[src/pcs_fabric_pkg.sv]
// constants and layout for the fabric data interface
// What this block does
// - rx bus: four 10-bit lanes, disparity/control/byte
// - raw mode: each lane carries whole code group
// - only lanes inside active width are valid
// - lane 0 holds earliest byte, ascending order
// - rx error and skip flags align per lane
// - non-byte status stays up at least one cycle
// - gearing splits 4-byte words into 2-byte words
// - gearing splits 2-byte words into single bytes
// - fifo flags overflow and underflow one cycle after the event, sticky until cleared
// - bypass captures fabric data in one flop
// - fifo mode latency is larger and variable
// - bypass adds no lane-to-lane skew
// - deskew aligns bonded channels' fifo read start
// - rx disparity bit: 1 positive, 0 negative
// - force/value bits select forced or inverted disparity
package pcs_fabric_pkg;
  localparam int ADDR_W = 8;
  localparam int DATA_W = 32;
  localparam int LANES = 4;
  localparam int LANE_W = 10;
  localparam int BUS_W = 40;
  localparam int ENTRY_LANE_W = 13;
  localparam int ENTRY_W = 52;
  localparam int FIFO_DEPTH = 8;
  localparam int PTR_W = 4;
  localparam logic [PTR_W-1:0] PRIME_LEVEL = 4'h2;

  // register offsets
  localparam logic [ADDR_W-1:0] CTRL_ADDR = 8'h00;
  localparam logic [ADDR_W-1:0] STAT_ADDR = 8'h04;

  // control fields
  localparam int CTL_WIDTH_LO = 0;
  localparam int CTL_RAW = 2;
  localparam int CTL_GEAR = 3;
  localparam int CTL_BYPASS = 4;
  localparam int CTL_DESKEW = 5;
  localparam int CTL_RUN = 6;
  localparam logic [6:0] CTRL_RESET = 7'h02;

  // status fields
  localparam int STAT_OVF = 0;
  localparam int STAT_UNF = 1;
  localparam int STAT_EMPTY = 2;
  localparam int STAT_FULL = 3;
  localparam int STAT_LEVEL_LO = 4;

  // bus width modes
  localparam logic [1:0] WIDTH_1B = 2'h0;
  localparam logic [1:0] WIDTH_2B = 2'h1;
  localparam logic [1:0] WIDTH_4B = 2'h2;

  typedef enum logic [1:0] {RD_IDLE, RD_WAIT_ALIGN, RD_RUN} rd_state_e;
endpackage

[src/pcs_fabric_data_interface.sv]
// fabric side data interface: rx lane mapping, tx fifo, gearing, bypass
//
// The placing of the registers and the strobed register port were decided locally.
`timescale 1ns/10ps
`default_nettype none
module pcs_fabric_data_interface (
  // clock and reset
  input wire logic clk_sys,
  input wire logic rst_b,
  // register port
  input wire logic [pcs_fabric_pkg::ADDR_W-1:0] reg_addr,
  input wire logic [pcs_fabric_pkg::DATA_W-1:0] reg_wdata,
  input wire logic reg_wr,
  input wire logic reg_rd,
  output logic [pcs_fabric_pkg::DATA_W-1:0] reg_rdata,
  // fabric transmit side
  input wire logic [pcs_fabric_pkg::BUS_W-1:0] tx_data,
  input wire logic [pcs_fabric_pkg::LANES-1:0] tx_frcdisp,
  input wire logic [pcs_fabric_pkg::LANES-1:0] tx_dispval,
  input wire logic [pcs_fabric_pkg::LANES-1:0] tx_frcdata,
  input wire logic tx_valid,
  output logic tx_word_en,
  output logic tx_fifo_empty,
  output logic tx_fifo_full,
  output logic tx_overflow,
  output logic tx_underflow,
  // multi-channel alignment
  input wire logic deskew_go,
  output logic deskew_ready,
  // coding sublayer transmit side
  output logic [pcs_fabric_pkg::BUS_W-1:0] core_tx_data,
  output logic [pcs_fabric_pkg::LANES-1:0] core_tx_frcdisp,
  output logic [pcs_fabric_pkg::LANES-1:0] core_tx_dispval,
  output logic [pcs_fabric_pkg::LANES-1:0] core_tx_frcdata,
  output logic core_tx_valid,
  // coding sublayer receive side
  input wire logic [31:0] core_rx_byte,
  input wire logic [pcs_fabric_pkg::LANES-1:0] core_rx_ctrl,
  input wire logic [pcs_fabric_pkg::LANES-1:0] core_rx_rundisp,
  input wire logic [pcs_fabric_pkg::BUS_W-1:0] core_rx_raw,
  input wire logic [pcs_fabric_pkg::LANES-1:0] core_rx_errdisp,
  input wire logic [pcs_fabric_pkg::LANES-1:0] core_rx_errcode,
  input wire logic [pcs_fabric_pkg::LANES-1:0] core_rx_skp_add,
  input wire logic [pcs_fabric_pkg::LANES-1:0] core_rx_skp_del,
  input wire logic core_rx_valid,
  // fabric receive side
  output logic [pcs_fabric_pkg::BUS_W-1:0] rx_data,
  output logic [pcs_fabric_pkg::LANES-1:0] rx_errdisp,
  output logic [pcs_fabric_pkg::LANES-1:0] rx_errcode,
  output logic [pcs_fabric_pkg::LANES-1:0] skp_add,
  output logic [pcs_fabric_pkg::LANES-1:0] skp_del,
  output logic rx_valid
);
  import pcs_fabric_pkg::*;

  logic [6:0] ctrl;
  logic [1:0] cfg_width;
  logic cfg_raw;
  logic cfg_gear;
  logic cfg_bypass;
  logic cfg_deskew;
  logic cfg_run;
  logic gear_active;
  logic gear_wide;
  logic phase;
  rd_state_e rd_state;
  logic [ENTRY_W-1:0] mem [FIFO_DEPTH];
  logic [ENTRY_W-1:0] hold;
  logic [ENTRY_W-1:0] in_word;
  logic [ENTRY_W-1:0] head;
  logic [PTR_W-1:0] wr_ptr;
  logic [PTR_W-1:0] rd_ptr;
  logic [PTR_W-1:0] level;
  logic empty;
  logic full;
  logic push_req;
  logic push;
  logic need_word;
  logic take_word;
  logic pop;
  logic ovf_evt;
  logic unf_evt;
  logic clr_ovf;
  logic clr_unf;
  logic running;
  logic [LANES-1:0] rx_mask;
  logic [LANES-1:0] out_mask;
  logic [ENTRY_W-1:0] next_out;

  function automatic logic lane_on(input logic [1:0] width, input int k);
    case (width)
      WIDTH_1B: lane_on = (k < 1);
      WIDTH_2B: lane_on = (k < 2);
      default: lane_on = 1'b1;
    endcase
  endfunction

  assign cfg_width = ctrl[CTL_WIDTH_LO +: 2];
  assign cfg_raw = ctrl[CTL_RAW];
  assign cfg_gear = ctrl[CTL_GEAR];
  assign cfg_bypass = ctrl[CTL_BYPASS];
  assign cfg_deskew = ctrl[CTL_DESKEW];
  assign cfg_run = ctrl[CTL_RUN];
  // gearing on a 1-byte bus has nothing to split
  assign gear_active = cfg_gear && (cfg_width != WIDTH_1B);
  assign gear_wide = cfg_width != WIDTH_1B && cfg_width != WIDTH_2B;
  assign running = rd_state == RD_RUN;

  // register port
  assign clr_ovf = reg_wr && reg_addr == STAT_ADDR && reg_wdata[STAT_OVF];
  assign clr_unf = reg_wr && reg_addr == STAT_ADDR && reg_wdata[STAT_UNF];

  always_ff @(posedge clk_sys or negedge rst_b) begin
    if (!rst_b) begin
      ctrl <= CTRL_RESET;
    end else if (reg_wr && reg_addr == CTRL_ADDR) begin
      ctrl <= reg_wdata[6:0];
    end
  end

  always_ff @(posedge clk_sys or negedge rst_b) begin
    if (!rst_b) begin
      reg_rdata <= 32'h0000_0000;
    end else if (reg_rd && reg_addr == CTRL_ADDR) begin
      reg_rdata <= {25'h000_0000, ctrl};
    end else if (reg_rd && reg_addr == STAT_ADDR) begin
      reg_rdata <= {24'h00_0000, level, tx_fifo_full, tx_fifo_empty, tx_underflow, tx_overflow};
    end else begin
      reg_rdata <= 32'h0000_0000;
    end
  end

  // receive lane mapping, one flop stage so flags stay with their byte
  genvar k;
  generate
    for (k = 0; k < LANES; k++) begin : g_rx
      assign rx_mask[k] = lane_on(cfg_width, k);
      always_ff @(posedge clk_sys or negedge rst_b) begin
        if (!rst_b) begin
          rx_data[k*LANE_W +: LANE_W] <= 10'h000;
          rx_errdisp[k] <= 1'b0;
          rx_errcode[k] <= 1'b0;
          skp_add[k] <= 1'b0;
          skp_del[k] <= 1'b0;
        end else if (core_rx_valid && rx_mask[k]) begin
          if (cfg_raw) begin
            rx_data[k*LANE_W +: LANE_W] <= core_rx_raw[k*LANE_W +: LANE_W];
          end else begin
            rx_data[k*LANE_W +: LANE_W] <=
              {core_rx_rundisp[k], core_rx_ctrl[k], core_rx_byte[k*8 +: 8]};
          end
          rx_errdisp[k] <= core_rx_errdisp[k];
          rx_errcode[k] <= core_rx_errcode[k];
          skp_add[k] <= core_rx_skp_add[k];
          skp_del[k] <= core_rx_skp_del[k];
        end else begin
          rx_data[k*LANE_W +: LANE_W] <= 10'h000;
          rx_errdisp[k] <= 1'b0;
          rx_errcode[k] <= 1'b0;
          skp_add[k] <= 1'b0;
          skp_del[k] <= 1'b0;
        end
      end
      // force controls ride in the same entry as their byte
      assign in_word[k*ENTRY_LANE_W +: ENTRY_LANE_W] =
        {tx_frcdata[k], tx_dispval[k], tx_frcdisp[k], tx_data[k*LANE_W +: LANE_W]};
    end
  endgenerate

  always_ff @(posedge clk_sys or negedge rst_b) begin
    if (!rst_b) begin
      rx_valid <= 1'b0;
    end else begin
      rx_valid <= core_rx_valid;
    end
  end

  // gearing divider: fabric supplies one word every other cycle
  always_ff @(posedge clk_sys or negedge rst_b) begin
    if (!rst_b) begin
      phase <= 1'b0;
      tx_word_en <= 1'b1;
    end else begin
      phase <= gear_active ? ~phase : 1'b0;
      tx_word_en <= !gear_active || !phase;
    end
  end

  // phase compensation fifo
  assign level = wr_ptr - rd_ptr;
  assign empty = level == 4'h0;
  assign full = level == 4'(FIFO_DEPTH);
  assign push_req = tx_valid && tx_word_en && !cfg_bypass;
  assign push = push_req && !full;
  assign ovf_evt = push_req && full;
  assign need_word = running && (!gear_active || !phase);
  assign take_word = running && (!gear_active || phase);
  assign pop = take_word && !cfg_bypass && !empty;
  assign unf_evt = need_word && !cfg_bypass && empty;
  assign head = cfg_bypass ? hold : mem[rd_ptr[PTR_W-2:0]];

  always_ff @(posedge clk_sys) begin
    if (push) begin
      mem[wr_ptr[PTR_W-2:0]] <= in_word;
    end
  end

  always_ff @(posedge clk_sys or negedge rst_b) begin
    if (!rst_b) begin
      wr_ptr <= 4'h0;
      rd_ptr <= 4'h0;
    end else if (!cfg_run && rd_state == RD_IDLE && cfg_bypass) begin
      wr_ptr <= 4'h0;
      rd_ptr <= 4'h0;
    end else begin
      if (push) begin
        wr_ptr <= wr_ptr + 4'h1;
      end
      if (pop) begin
        rd_ptr <= rd_ptr + 4'h1;
      end
    end
  end

  // bypass: a single capture stage, fixed latency, no added skew
  always_ff @(posedge clk_sys or negedge rst_b) begin
    if (!rst_b) begin
      hold <= '0;
    end else if (cfg_bypass && tx_valid && tx_word_en) begin
      hold <= in_word;
    end
  end

  // sticky error flags, an event in a clear cycle wins
  always_ff @(posedge clk_sys or negedge rst_b) begin
    if (!rst_b) begin
      tx_overflow <= 1'b0;
      tx_underflow <= 1'b0;
    end else begin
      tx_overflow <= ovf_evt || (tx_overflow && !clr_ovf);
      tx_underflow <= unf_evt || (tx_underflow && !clr_unf);
    end
  end

  always_ff @(posedge clk_sys or negedge rst_b) begin
    if (!rst_b) begin
      tx_fifo_empty <= 1'b1;
      tx_fifo_full <= 1'b0;
      deskew_ready <= 1'b0;
    end else begin
      tx_fifo_empty <= empty;
      tx_fifo_full <= full;
      deskew_ready <= level >= PRIME_LEVEL;
    end
  end

  // read start; with deskew outside bypass all bonded channels start on one common pulse
  always_ff @(posedge clk_sys or negedge rst_b) begin
    if (!rst_b) begin
      rd_state <= RD_IDLE;
    end else begin
      case (rd_state)
        RD_IDLE: begin
          if (cfg_run && (!gear_active || phase)) begin
            if (cfg_bypass) begin
              rd_state <= RD_RUN;
            end else if (level >= PRIME_LEVEL) begin
              rd_state <= cfg_deskew ? RD_WAIT_ALIGN : RD_RUN;
            end
          end
        end
        RD_WAIT_ALIGN: begin
          if (!cfg_run) begin
            rd_state <= RD_IDLE;
          end else if (deskew_go && (!gear_active || phase)) begin
            rd_state <= RD_RUN;
          end
        end
        RD_RUN: begin
          if (!cfg_run) begin
            rd_state <= RD_IDLE;
          end
        end
        default: rd_state <= RD_IDLE;
      endcase
    end
  end

  // output lane selection; geared words send the low lanes first
  generate
    for (k = 0; k < LANES; k++) begin : g_tx
      logic [1:0] src;
      always_comb begin
        if (gear_active && gear_wide) begin
          out_mask[k] = k < 2;
          src = 2'(k) + {phase, 1'b0};
        end else if (gear_active) begin
          out_mask[k] = k == 0;
          src = {1'b0, phase};
        end else begin
          out_mask[k] = lane_on(cfg_width, k);
          src = 2'(k);
        end
        next_out[k*ENTRY_LANE_W +: ENTRY_LANE_W] = out_mask[k] ?
          head[src*ENTRY_LANE_W +: ENTRY_LANE_W] : 13'h0000;
      end
      always_ff @(posedge clk_sys or negedge rst_b) begin
        if (!rst_b) begin
          core_tx_data[k*LANE_W +: LANE_W] <= 10'h000;
          core_tx_frcdisp[k] <= 1'b0;
          core_tx_dispval[k] <= 1'b0;
          core_tx_frcdata[k] <= 1'b0;
        end else if (running && (cfg_bypass || !empty)) begin
          core_tx_data[k*LANE_W +: LANE_W] <= next_out[k*ENTRY_LANE_W +: LANE_W];
          core_tx_frcdisp[k] <= next_out[k*ENTRY_LANE_W + 10];
          core_tx_dispval[k] <= next_out[k*ENTRY_LANE_W + 11];
          core_tx_frcdata[k] <= next_out[k*ENTRY_LANE_W + 12];
        end else begin
          core_tx_data[k*LANE_W +: LANE_W] <= 10'h000;
          core_tx_frcdisp[k] <= 1'b0;
          core_tx_dispval[k] <= 1'b0;
          core_tx_frcdata[k] <= 1'b0;
        end
      end
    end
  endgenerate

  always_ff @(posedge clk_sys or negedge rst_b) begin
    if (!rst_b) begin
      core_tx_valid <= 1'b0;
    end else begin
      core_tx_valid <= running && (cfg_bypass || !empty);
    end
  end
endmodule
`default_nettype wire

[config.mk]
export PLATFORM = sky130hd
export DESIGN_NAME = pcs_fabric_data_interface
export DESIGN_NICKNAME = d
export VERILOG_FILES = /design/src/pcs_fabric_pkg.sv /design/src/pcs_fabric_data_interface.sv
export SDC_FILE = /design/constraint.sdc
export NUM_CORES = 1
export LEC_CHECK = 0
export BUFFER_PORTS_ARGS = -buffer_cell sky130_fd_sc_hd__buf_2
export CAP_MARGIN = 20
export CORE_MARGIN = 2
export CORE_UTILIZATION = 52
export DETAILED_ROUTE_END_ITERATION = 16
export HOLD_SLACK_MARGIN = 0.08
export PLACE_DENSITY = 0.76
export SYNTH_ARGS = -nofsm -noshare
export SYNTH_HDL_FRONTEND = slang
export SYNTH_SLANG_ARGS = --single-unit
[constraint.sdc]
create_clock -name clk_sys -period 7.2 [get_ports clk_sys]
set_clock_uncertainty 0.1 [all_clocks]
set_input_delay 0.72 -clock clk_sys [delete_from_list [all_inputs] [get_ports clk_sys]]
set_output_delay 0.72 -clock clk_sys [all_outputs]
set_load 0.005 [all_outputs]
[Word-level counts from Yosys, hierarchy flattened]
Memories as Yosys holds them, arrays and structs flattened.
Index checks and enable logic that the tools add are counted.
Word-level totals
  bits in registers: 218
  logic and storage cells: 205
  output and inout bits: 148
  bits in latches: 0
  memories kept: 1
  memory bits (read-only): 0
  bits in writable memories: 416
Cells by class
  multipliers: 4
  reductions and logical operators: 52
  eq/ne operators: 10
  multiplexer cells: 75
  shift-type cells: 4
  bitwise logic cells: 1
  div/mod/pow operators: 0
  magnitude comparators: 1
  add/subtract/negate cells: 6
Memories
  mem: depth 8, bits a word 52, read ports 1, clocked after memory_dff 0, write ports 1, RTL line pcs_fabric_data_interface.sv:67  | logic [ENTRY_W-1:0] mem [FIFO_DEPTH];
Operators by type and width (number)
  variable part select 52 x 7 -> 13 bit: 4
  2-to-1 mux 10 bit: 12
  2-to-1 mux 52 bit: 1
  2-to-1 mux 1 bit: 39
  2-to-1 mux 13 bit: 3
  2-to-1 mux 32 bit: 1
  logical AND 1 bit: 30
  2-to-1 mux 2 bit: 13
  multiplier 2 x 4 -> 6 bit, second input constant: 4
  2-to-1 mux 4 bit: 4
  adder 4 x 1 -> 4 bit, second input constant: 2
  equality test 8 x 3 -> 1 bit, second input constant: 1
  zero test 1 bit: 8
  zero test 8 bit: 1
  2-to-1 mux 8 bit: 1
  one-hot mux 2 bit (3 select lines): 1
  nonzero test 2 bit: 3
  logical OR 1 bit: 5
  adder 2 bit, first input constant: 2
  equality test 2 x 1 -> 1 bit, second input constant: 2
  equality test 4 bit, second input constant: 1
  >= comparator 4 x 2 -> 1 bit, second input constant: 1
  zero test 2 bit: 2
  zero test 4 bit: 1
  other kinds (10): 11

[Logic depth before layout (Yosys ltp)]
Gate-level depths: netlist of the first run.
  word-level depth: 9
  depth in mapped cells: 11

[Least setup slack after synthesis of the first run]
No wires, ideal clock.
  path kind: register to register
  start: register rd_ptr[2]
  end: register wr_ptr[3]
  buffers on the path: 2
  arrival: 7.207 ns
  stages on the path, launching flop included: 10
  setup time: 0.362 ns
  data required time: 6.738 ns
  clock period less this slack: 7.669 ns
  slack: -0.469 ns
  cells stage by stage: dfrtp_1 -> buf_2 -> buf_1 -> inv_1 -> ha_1 -> nand3b_1 -> a21oi_1 -> o31ai_4 -> nor4_1 -> mux2i_1
On the way
  longest elaborated chain between the ends: 5
RTL lines
  start, declared: RTL line pcs_fabric_data_interface.sv:72  | logic [PTR_W-1:0] rd_ptr;
  start signal, assigned: RTL line pcs_fabric_data_interface.sv:220  | rd_ptr <= rd_ptr + 4'h1;
  subtractor 4 bit: RTL line pcs_fabric_data_interface.sv:190  | assign level = wr_ptr - rd_ptr;
  equality test 4 bit: RTL line pcs_fabric_data_interface.sv:192  | assign full = level == 4'(FIFO_DEPTH);
  zero test 1 bit: RTL line pcs_fabric_data_interface.sv:194  | assign push = push_req && !full;
  logical AND 1 bit: RTL line pcs_fabric_data_interface.sv:194
  nonzero test 2 bit (no source line)
  end signal, assigned: RTL line pcs_fabric_data_interface.sv:217  | wr_ptr <= wr_ptr + 4'h1;
  end, declared: RTL line pcs_fabric_data_interface.sv:71  | logic [PTR_W-1:0] wr_ptr;
Every way passes these cells.
A chain may end at the register's enable or synchronous reset.

[Worst setup path in the final report of the first run]
  start: register rd_ptr[0]
  end: register core_tx_data[13] (netlist bit)
On the way
  longest elaborated chain between the ends: 6
  elaborated cells on any way between the ends: 10
  classes of those cells: 1 x add/sub; 1 x shift; 3 x mux; 4 x reduce/logical; 1 x memory
RTL lines
  parallel branches: the longest is 5 deep, another holds memory read (8 x 52 bit)
  2-to-1 mux 10 bit *: RTL line pcs_fabric_data_interface.sv:313  | end else if (running && (cfg_bypass || !empty)) begin
  end signal, assigned by index: RTL line pcs_fabric_data_interface.sv:314  | core_tx_data[k*LANE_W +: LANE_W] <= next_out[k*ENTRY_LANE_W +: LANE_W];
  end, declared: RTL line pcs_fabric_data_interface.sv:31  | output logic [pcs_fabric_pkg::BUS_W-1:0] core_tx_data,
Mark *: on every way between the ends.

==> results of run 1 <==
==> power by group through the flow <==
stage / clock, uW / sequential, uW / combinational (uW)
CTS: 3170 / 4470 / 1830
floorplan: 0 / 4490 / 1390
finish: 3130 / 4470 / 1820
global placement: 0 / 4500 / 1770
detailed placement: 0 / 4530 / 1810
global route: 3310 / 4510 / 1970
==> metal layers <==
| layer | up-vias | global-route usage, % | share of wire (%) |
|---|---|---|---|
| met5 | - | 0 | 0.18 |
| met4 | 16 | 15.39 | 5.6 |
| met3 | 153 | 5.347 | 8.4 |
| met2 | 721 | 41.34 | 48 |
| met1 | 7232 | 32.16 | 38 |
| li1 | 6106 | - | - |
==> cell usage after synthesis, drive strengths merged (2+ instances only) <==
library cell and count:
edfxtp 416, dfrtp 191, nor2 128, mux2 89, mux2i 80, buf 75
mux4 56, nor2b 47, a21oi 34, clkbuf 33, a2111oi 31, a211oi 31
nand2 29, o21ai 24, o211ai 18, o22ai 18, o221ai 17, nand3 16
and3 14, and2 13, inv 11, nand2b 8, nor3b 8, nor4 7
a22o 5, ha 5, nand3b 4, nand4 4, o2bb2ai 4, dfstp 3
nor3 3, xnor2 3, o31ai 2, or2 2, or4 2, xor2 2
==> layout make-up <==
class	count	area [sq um]	share of cell area, %
sequential	610	17360	61.67
multi-input combinational	739	6346	22.54
timing repair buffer	316	1664	5.911
clock buffer	79	1602	5.688
tap	607	759.5	2.698
clock inverter	30	364.1	1.293
inverter	12	45.04	0.1600
antenna	5	12.51	0.04444
==> metrics by stage <==
stage	setup TNS, ns	utilization, %
6_report	0	60.73
5_1_grt	0	60.73
4_1_cts	0	60.71
3_5_place_dp	0	56.44
3_3_place_gp	0	56.44
2_1_floorplan	-57.74	-
==> flip-flops by register name (all words and copies together), names as in the netlist, 7 cells and up <==
name	count
core_tx_data	40
ctrl	7
rx_data	40
mem	416
hold	52
reg_rdata	8
==> worst max-delay path, delay by kind of cell (launching register included) <==
family | cells | cell delay (ns)
simple gates | 1 | 0.09
flops | 1 | 0.71
compound gates | 3 | 0.65
mux | 1 | 0.64
buf+inv | 2 | 1.52
==> cell families after synthesis <==
kind of cell | count (synthesis) | share of synthesized area, %
buffers and inverters | 120 | 3.190
and+or+nand+nor | 288 | 5.979
muxes | 225 | 12.88
xor gates and xnor gates | 5 | 0.1801
adders and majority gates | 6 | 0.3396
AOI/OAI and AO/OA | 191 | 6.062
other | 1 | 0.01542
DFF | 610 | 71.35
==> path summary, 6_finish.rpt <==
kind	start	to	slack, ns	cells past startpoint
setup / recovery	rd_ptr[0]$_DFFE_PN0P_	core_tx_data[13]$_DFF_PN0_	3.21	7
hold / removal	core_rx_errdisp[1]	rx_errdisp[1]$_DFF_PN0_	0.20	3
setup reg to reg	rd_ptr[0]$_DFFE_PN0P_	core_tx_data[13]$_DFF_PN0_	3.21	7
hold reg to reg	hold[18]$_DFFE_PN0P_	hold[18]$_DFFE_PN0P_	0.40	1
max in group asynchronous	rst_b	hold[15]$_DFFE_PN0P_	5.32	3
min in group asynchronous	rst_b	rx_errcode[1]$_DFF_PN0_	0.59	2
==> what timing repair did <==
action,CTS,global route
endpoints found under the hold margin,53,0
hold buffers,1,0
buffers inserted,0,0
==> run metrics, run 1 <==
most common cell after layout, fill and taps aside edfxtp_1; Synth Cell Area 24,320 sq um; Bufs on Longest Clock Path 3; vias in the first global route 14,350; HPWL after DPL 36.74 mm; Critical Path AT 4.33 ns; clk slew on worst S/H paths 0.07 ns; post-placement cell count 2,283; Setup crit end kind flop; EDFF count, synth 416; Initial Util 52.45%; CTS Buf Count 58; total track usage 25.62%; count of cell types in the netlist 68; htree depth 2; I/O pins 343; combinational share of power 19.3%; fin cells 2,398; syn_area_per_cell 16.82 sq um; crit-path most repeated cell buf_4; layout cells sized above 1 32.25%; status complete, no violations; Root Buffer clkbuf_16; crit path time final 3.989 ns; WS Path Type reg2reg; Worst path max stage delay 0.76 ns; post-layout instance area 28,150 sq um; initial antenna violation count 15; Design Power 9411 uW; RSZ-0062 raised after global routing false; most frequent cells in the layout edfxtp_1 (416), buf_2 (292), dfrtp_1 (186), nor2_1 (128), mux2_2 (89); Via Count 14,230; pre-CTS WS 3.251 ns; wire length per cell 26.00 um; DIE AREA 48,510 sq um; #FFs+latches synth 610; pwr dens 334.3 nW/um^2; GR Overflow Total 0; Via density 5.933; crit path launch type flop; drt first pass iters 4; final setup fails 0; clock sink count 610; Synth Flop Type edfxtp_1; largest net degree at the start of global routing 100; CP max FO 54; Internal 6821 uW; worst-margin pin slew 1.121 ns; hold_ws 0.2005 ns; Synth area leaders edfxtp_1 (51%), dfrtp_1 (20%), mux2_2 (4.1%), mux4_2 (3.5%), mux2i_1 (3.3%); min-delay worst type in2reg; DRT Wirelength 62.34 mm; Die Width 220.2 um; Ys Warns 0; Yosys top cell by area edfxtp_1; initial DRC count 1,321; Syn-to-layout area delta 15.79%; slowest cell on the critical path buf_4; fillcell total 3,411; dpl cell area 26,170 sq um; Final Hold Viols 0; Net count, final 1,938; LEAKAGE 0.01093 uW; first-pass GRT wire length 89.66 mm; CP Cell Sequence buf_4 -> buf_4 -> mux4_1 -> nor2_1 -> a2111oi_0 -> a21oi_1 -> o22ai_1; Core ar. 46,360 sq um; Max Clock Freq 250.7 MHz; antenna-violating nets left 0; Port Buffers 293; Final GP Congestion 0.8675; Yosys top cell area share 51.37%; post-layout worst setup margin 3.211 ns; PostCTS Resize Cnt 0; crit share post-route 55.40%; Sw Ratio 27.52%; Worst Path Required 7.54 ns; Clock Power Share 33.2%; DRC 0; worst vdd ir 0.2360 mV; Slew HR 25.18%; Syn Inst Count 1,446; CTS tree yes; switching power total 2590 uW; # rows 79; register area share after synthesis 71.35%; async set-reset flop share out of synthesis 31.80%; Flop pwr share 47.5%; Die Ht 220.2 um; max-slew violations 0; MaxCap Viol Count 0; latest clock arrival within the worst-skew pair 0.63 ns
No activity file was read; power rests on OpenSTA's default activity.
==> run 2, diff against run 1 <==
==> constraint.sdc (replaced) <==
create_clock -name clk_sys -period 3.28 [get_ports clk_sys]
set_clock_uncertainty 0.1 [all_clocks]
set_input_delay 0.328 -clock clk_sys [delete_from_list [all_inputs] [get_ports clk_sys]]
set_output_delay 0.328 -clock clk_sys [all_outputs]
set_load 0.005 [all_outputs]
==> run metrics, run 2 (synthesis results as in run 1) <==
status complete, no violations; Setup crit end kind flop; crit share post-route 92.11% (+37 points); worst-margin pin slew 1.084 ns (-0.03700 ns); Max Clock Freq 331.0 MHz (+32%); total track usage 26.73% (+1.1 points); Port Buffers 293 (unchanged); htree depth 2 (unchanged); CTS Buf Count 58 (unchanged); LEAKAGE 0.01185 uW (+8.4%); most used routing layer met2; max-slew violations 0 (unchanged); Final GP Congestion 0.8456 (-2.5%); Final Hold Viols 0 (unchanged); hold buffers post-CTS 177 (+176); crit path launch type flop; Via Count 14,990 (+5.3%); met3 Usage GRT 4.729% (-0.62 points); Die Ht 220.2 um (unchanged); antenna-violating nets left 0 (unchanged); drt first pass iters 5 (+1); DRC 0 (unchanged); CP max FO 24 (-56%); GRT met2 Usage 44.83% (+3.5 points); DRT Wirelength 65.00 mm (+4.3%); Largest register FFs 416 (unchanged); worst vdd ir 0.6191 mV (+160%); RSZ-0062 raised after global routing false; initial DRC count 1,500 (+14%); MaxCap Viol Count 0 (unchanged); Worst Path Required 3.49 ns (-4.05 ns); fillcell total 3,095 (-9.3%); Die Width 220.2 um (unchanged); crit path time final 3.021 ns (-0.9674 ns); Syn-to-layout area delta 24.69%; # rows 79 (unchanged); Core ar. 46,360 sq um (unchanged); R2R Setup Slk 0.26 ns (-2.95 ns); most common cell after layout, fill and taps aside edfxtp_1; latest clock arrival within the worst-skew pair 0.62 ns (about the same); first-pass GRT wire length 95.07 mm (+6.0%); CTS tree yes; Initial Util 52.45% (unchanged); clock sink count 610 (unchanged); WS Path Type reg2reg; Critical Path AT 3.24 ns (-1.09 ns); clk slew on worst S/H paths 0.06 ns (about the same); Design Power 20,980 uW (+120%); postcts setup bufs 0 (unchanged); post-placement cell count 2,311 (+1.2%); Root Buffer clkbuf_16; final setup fails 0 (unchanged); HPWL after DPL 38.30 mm (+4.3%); GR Overflow Total 0 (unchanged); PostCTS Resize Cnt 0 (unchanged); vias in the first global route 15,380 (+7.2%); Slew HR 27.65% (+2.5 points); initial antenna violation count 2 (-13); Via density 5.765 (-2.8%); I/O pins 343 (unchanged); Bufs on Longest Clock Path 3 (unchanged); final core utilization 65.40% (+4.7 points); Net count, final 2,143 (+11%); wire length per cell 25.00 um (-3.8%); min-delay worst type in2async; largest net degree at the start of global routing 143 (+43%); met1 GRT Util 34.18% (+2.0 points); fin cells 2,600 (+8.4%); layout cells sized above 1 30.27% (-2.0 points); setup_tns 0 ns (unchanged); pwr dens 691.9 nW/um^2 (+110%); most frequent cells in the layout edfxtp_1 (416), buf_2 (292), dfrtp_1 (185), dlygate4sd3_1 (177), nor2_1 (128); DIE AREA 48,510 sq um (unchanged)
## run 2: changes by cell type in the layout (fill, tap and decap cells not counted), sizes merged, moves of 4 or more
cell,before,now
dlygate4sd3,1,177
buf,315,343
clkbuf,79,91
clkinvlp,6,1
bufinv,7,3
diode,5,1
## run 2: final cells by class
cell class / count / area, sq um / area share (%)
inverter: 12 / 48.80 / 0.1609
timing repair buffer: 521 / 3842 / 12.67
antenna: 1 / 2.502 / 0.008253
tap: 607 / 759.5 / 2.505
clock inverter: 20 / 198.9 / 0.6561
clock buffer: 90 / 1674 / 5.521
multi-input combinational: 739 / 6431 / 21.21
sequential: 610 / 17360 / 57.26
## run 2: stage by stage
stage,hold WS (ns),setup slack (ns),instance area (sq um)
final,0.1956,0.2587,30320
after global placement,0.3291,0.3181,26650
after global routing,0.1910,0.1607,30320
after CTS,0.1447,0.2652,30300
after detailed placement,0.3459,0.2766,26650
after floorplan,-0.06759,-0.8604,24550
## run 2: report_power, final
group | total (uW) | switching (uW) | internal, uW
Clock | 6580 | 2830 | 3750
Sequential | 9700 | 323 | 9370
Combinational | 4700 | 2690 | 2000
## run 2: final timing paths
check | start | endpoint | cells after the start
worst max-delay path | wr_ptr[1]$_DFFE_PN0P_ | mem[5][15]$_DFFE_PP_ | 7
worst min-delay path | rst_b | rx_errcode[1]$_DFF_PN0_ | 2
worst max register to register | wr_ptr[1]$_DFFE_PN0P_ | mem[5][15]$_DFFE_PP_ | 7
worst min register to register | hold[50]$_DFFE_PN0P_ | hold[50]$_DFFE_PN0P_ | 1
max in group asynchronous | rst_b | core_tx_data[28]$_DFF_PN0_ | 3
min in group clk_sys | reg_addr[3] | ctrl[3]$_DFFE_PN0P_ | 4
## run 2: metal layers
| layer | wire length, um | share of wire, % | vias up |
|---|---|---|---|
| li1 | - | - | 6511 |
| met1 | 25370 | 39 | 7666 |
| met2 | 31950 | 49 | 668 |
| met3 | 4601 | 7.1 | 142 |
| met4 | 3056 | 4.7 | 2 |
| met5 | 13 | 0.020 | - |
## run 2: worst max-delay path, stage by stage (launching register included)
cell and delay (ns):
dfrtp_1 0.37, inv_1 0.36, fa_2 0.57, nand3_2 0.12, o31ai_4 0.07, or2_2 0.37, nor3_4 0.46, buf_12 0.27
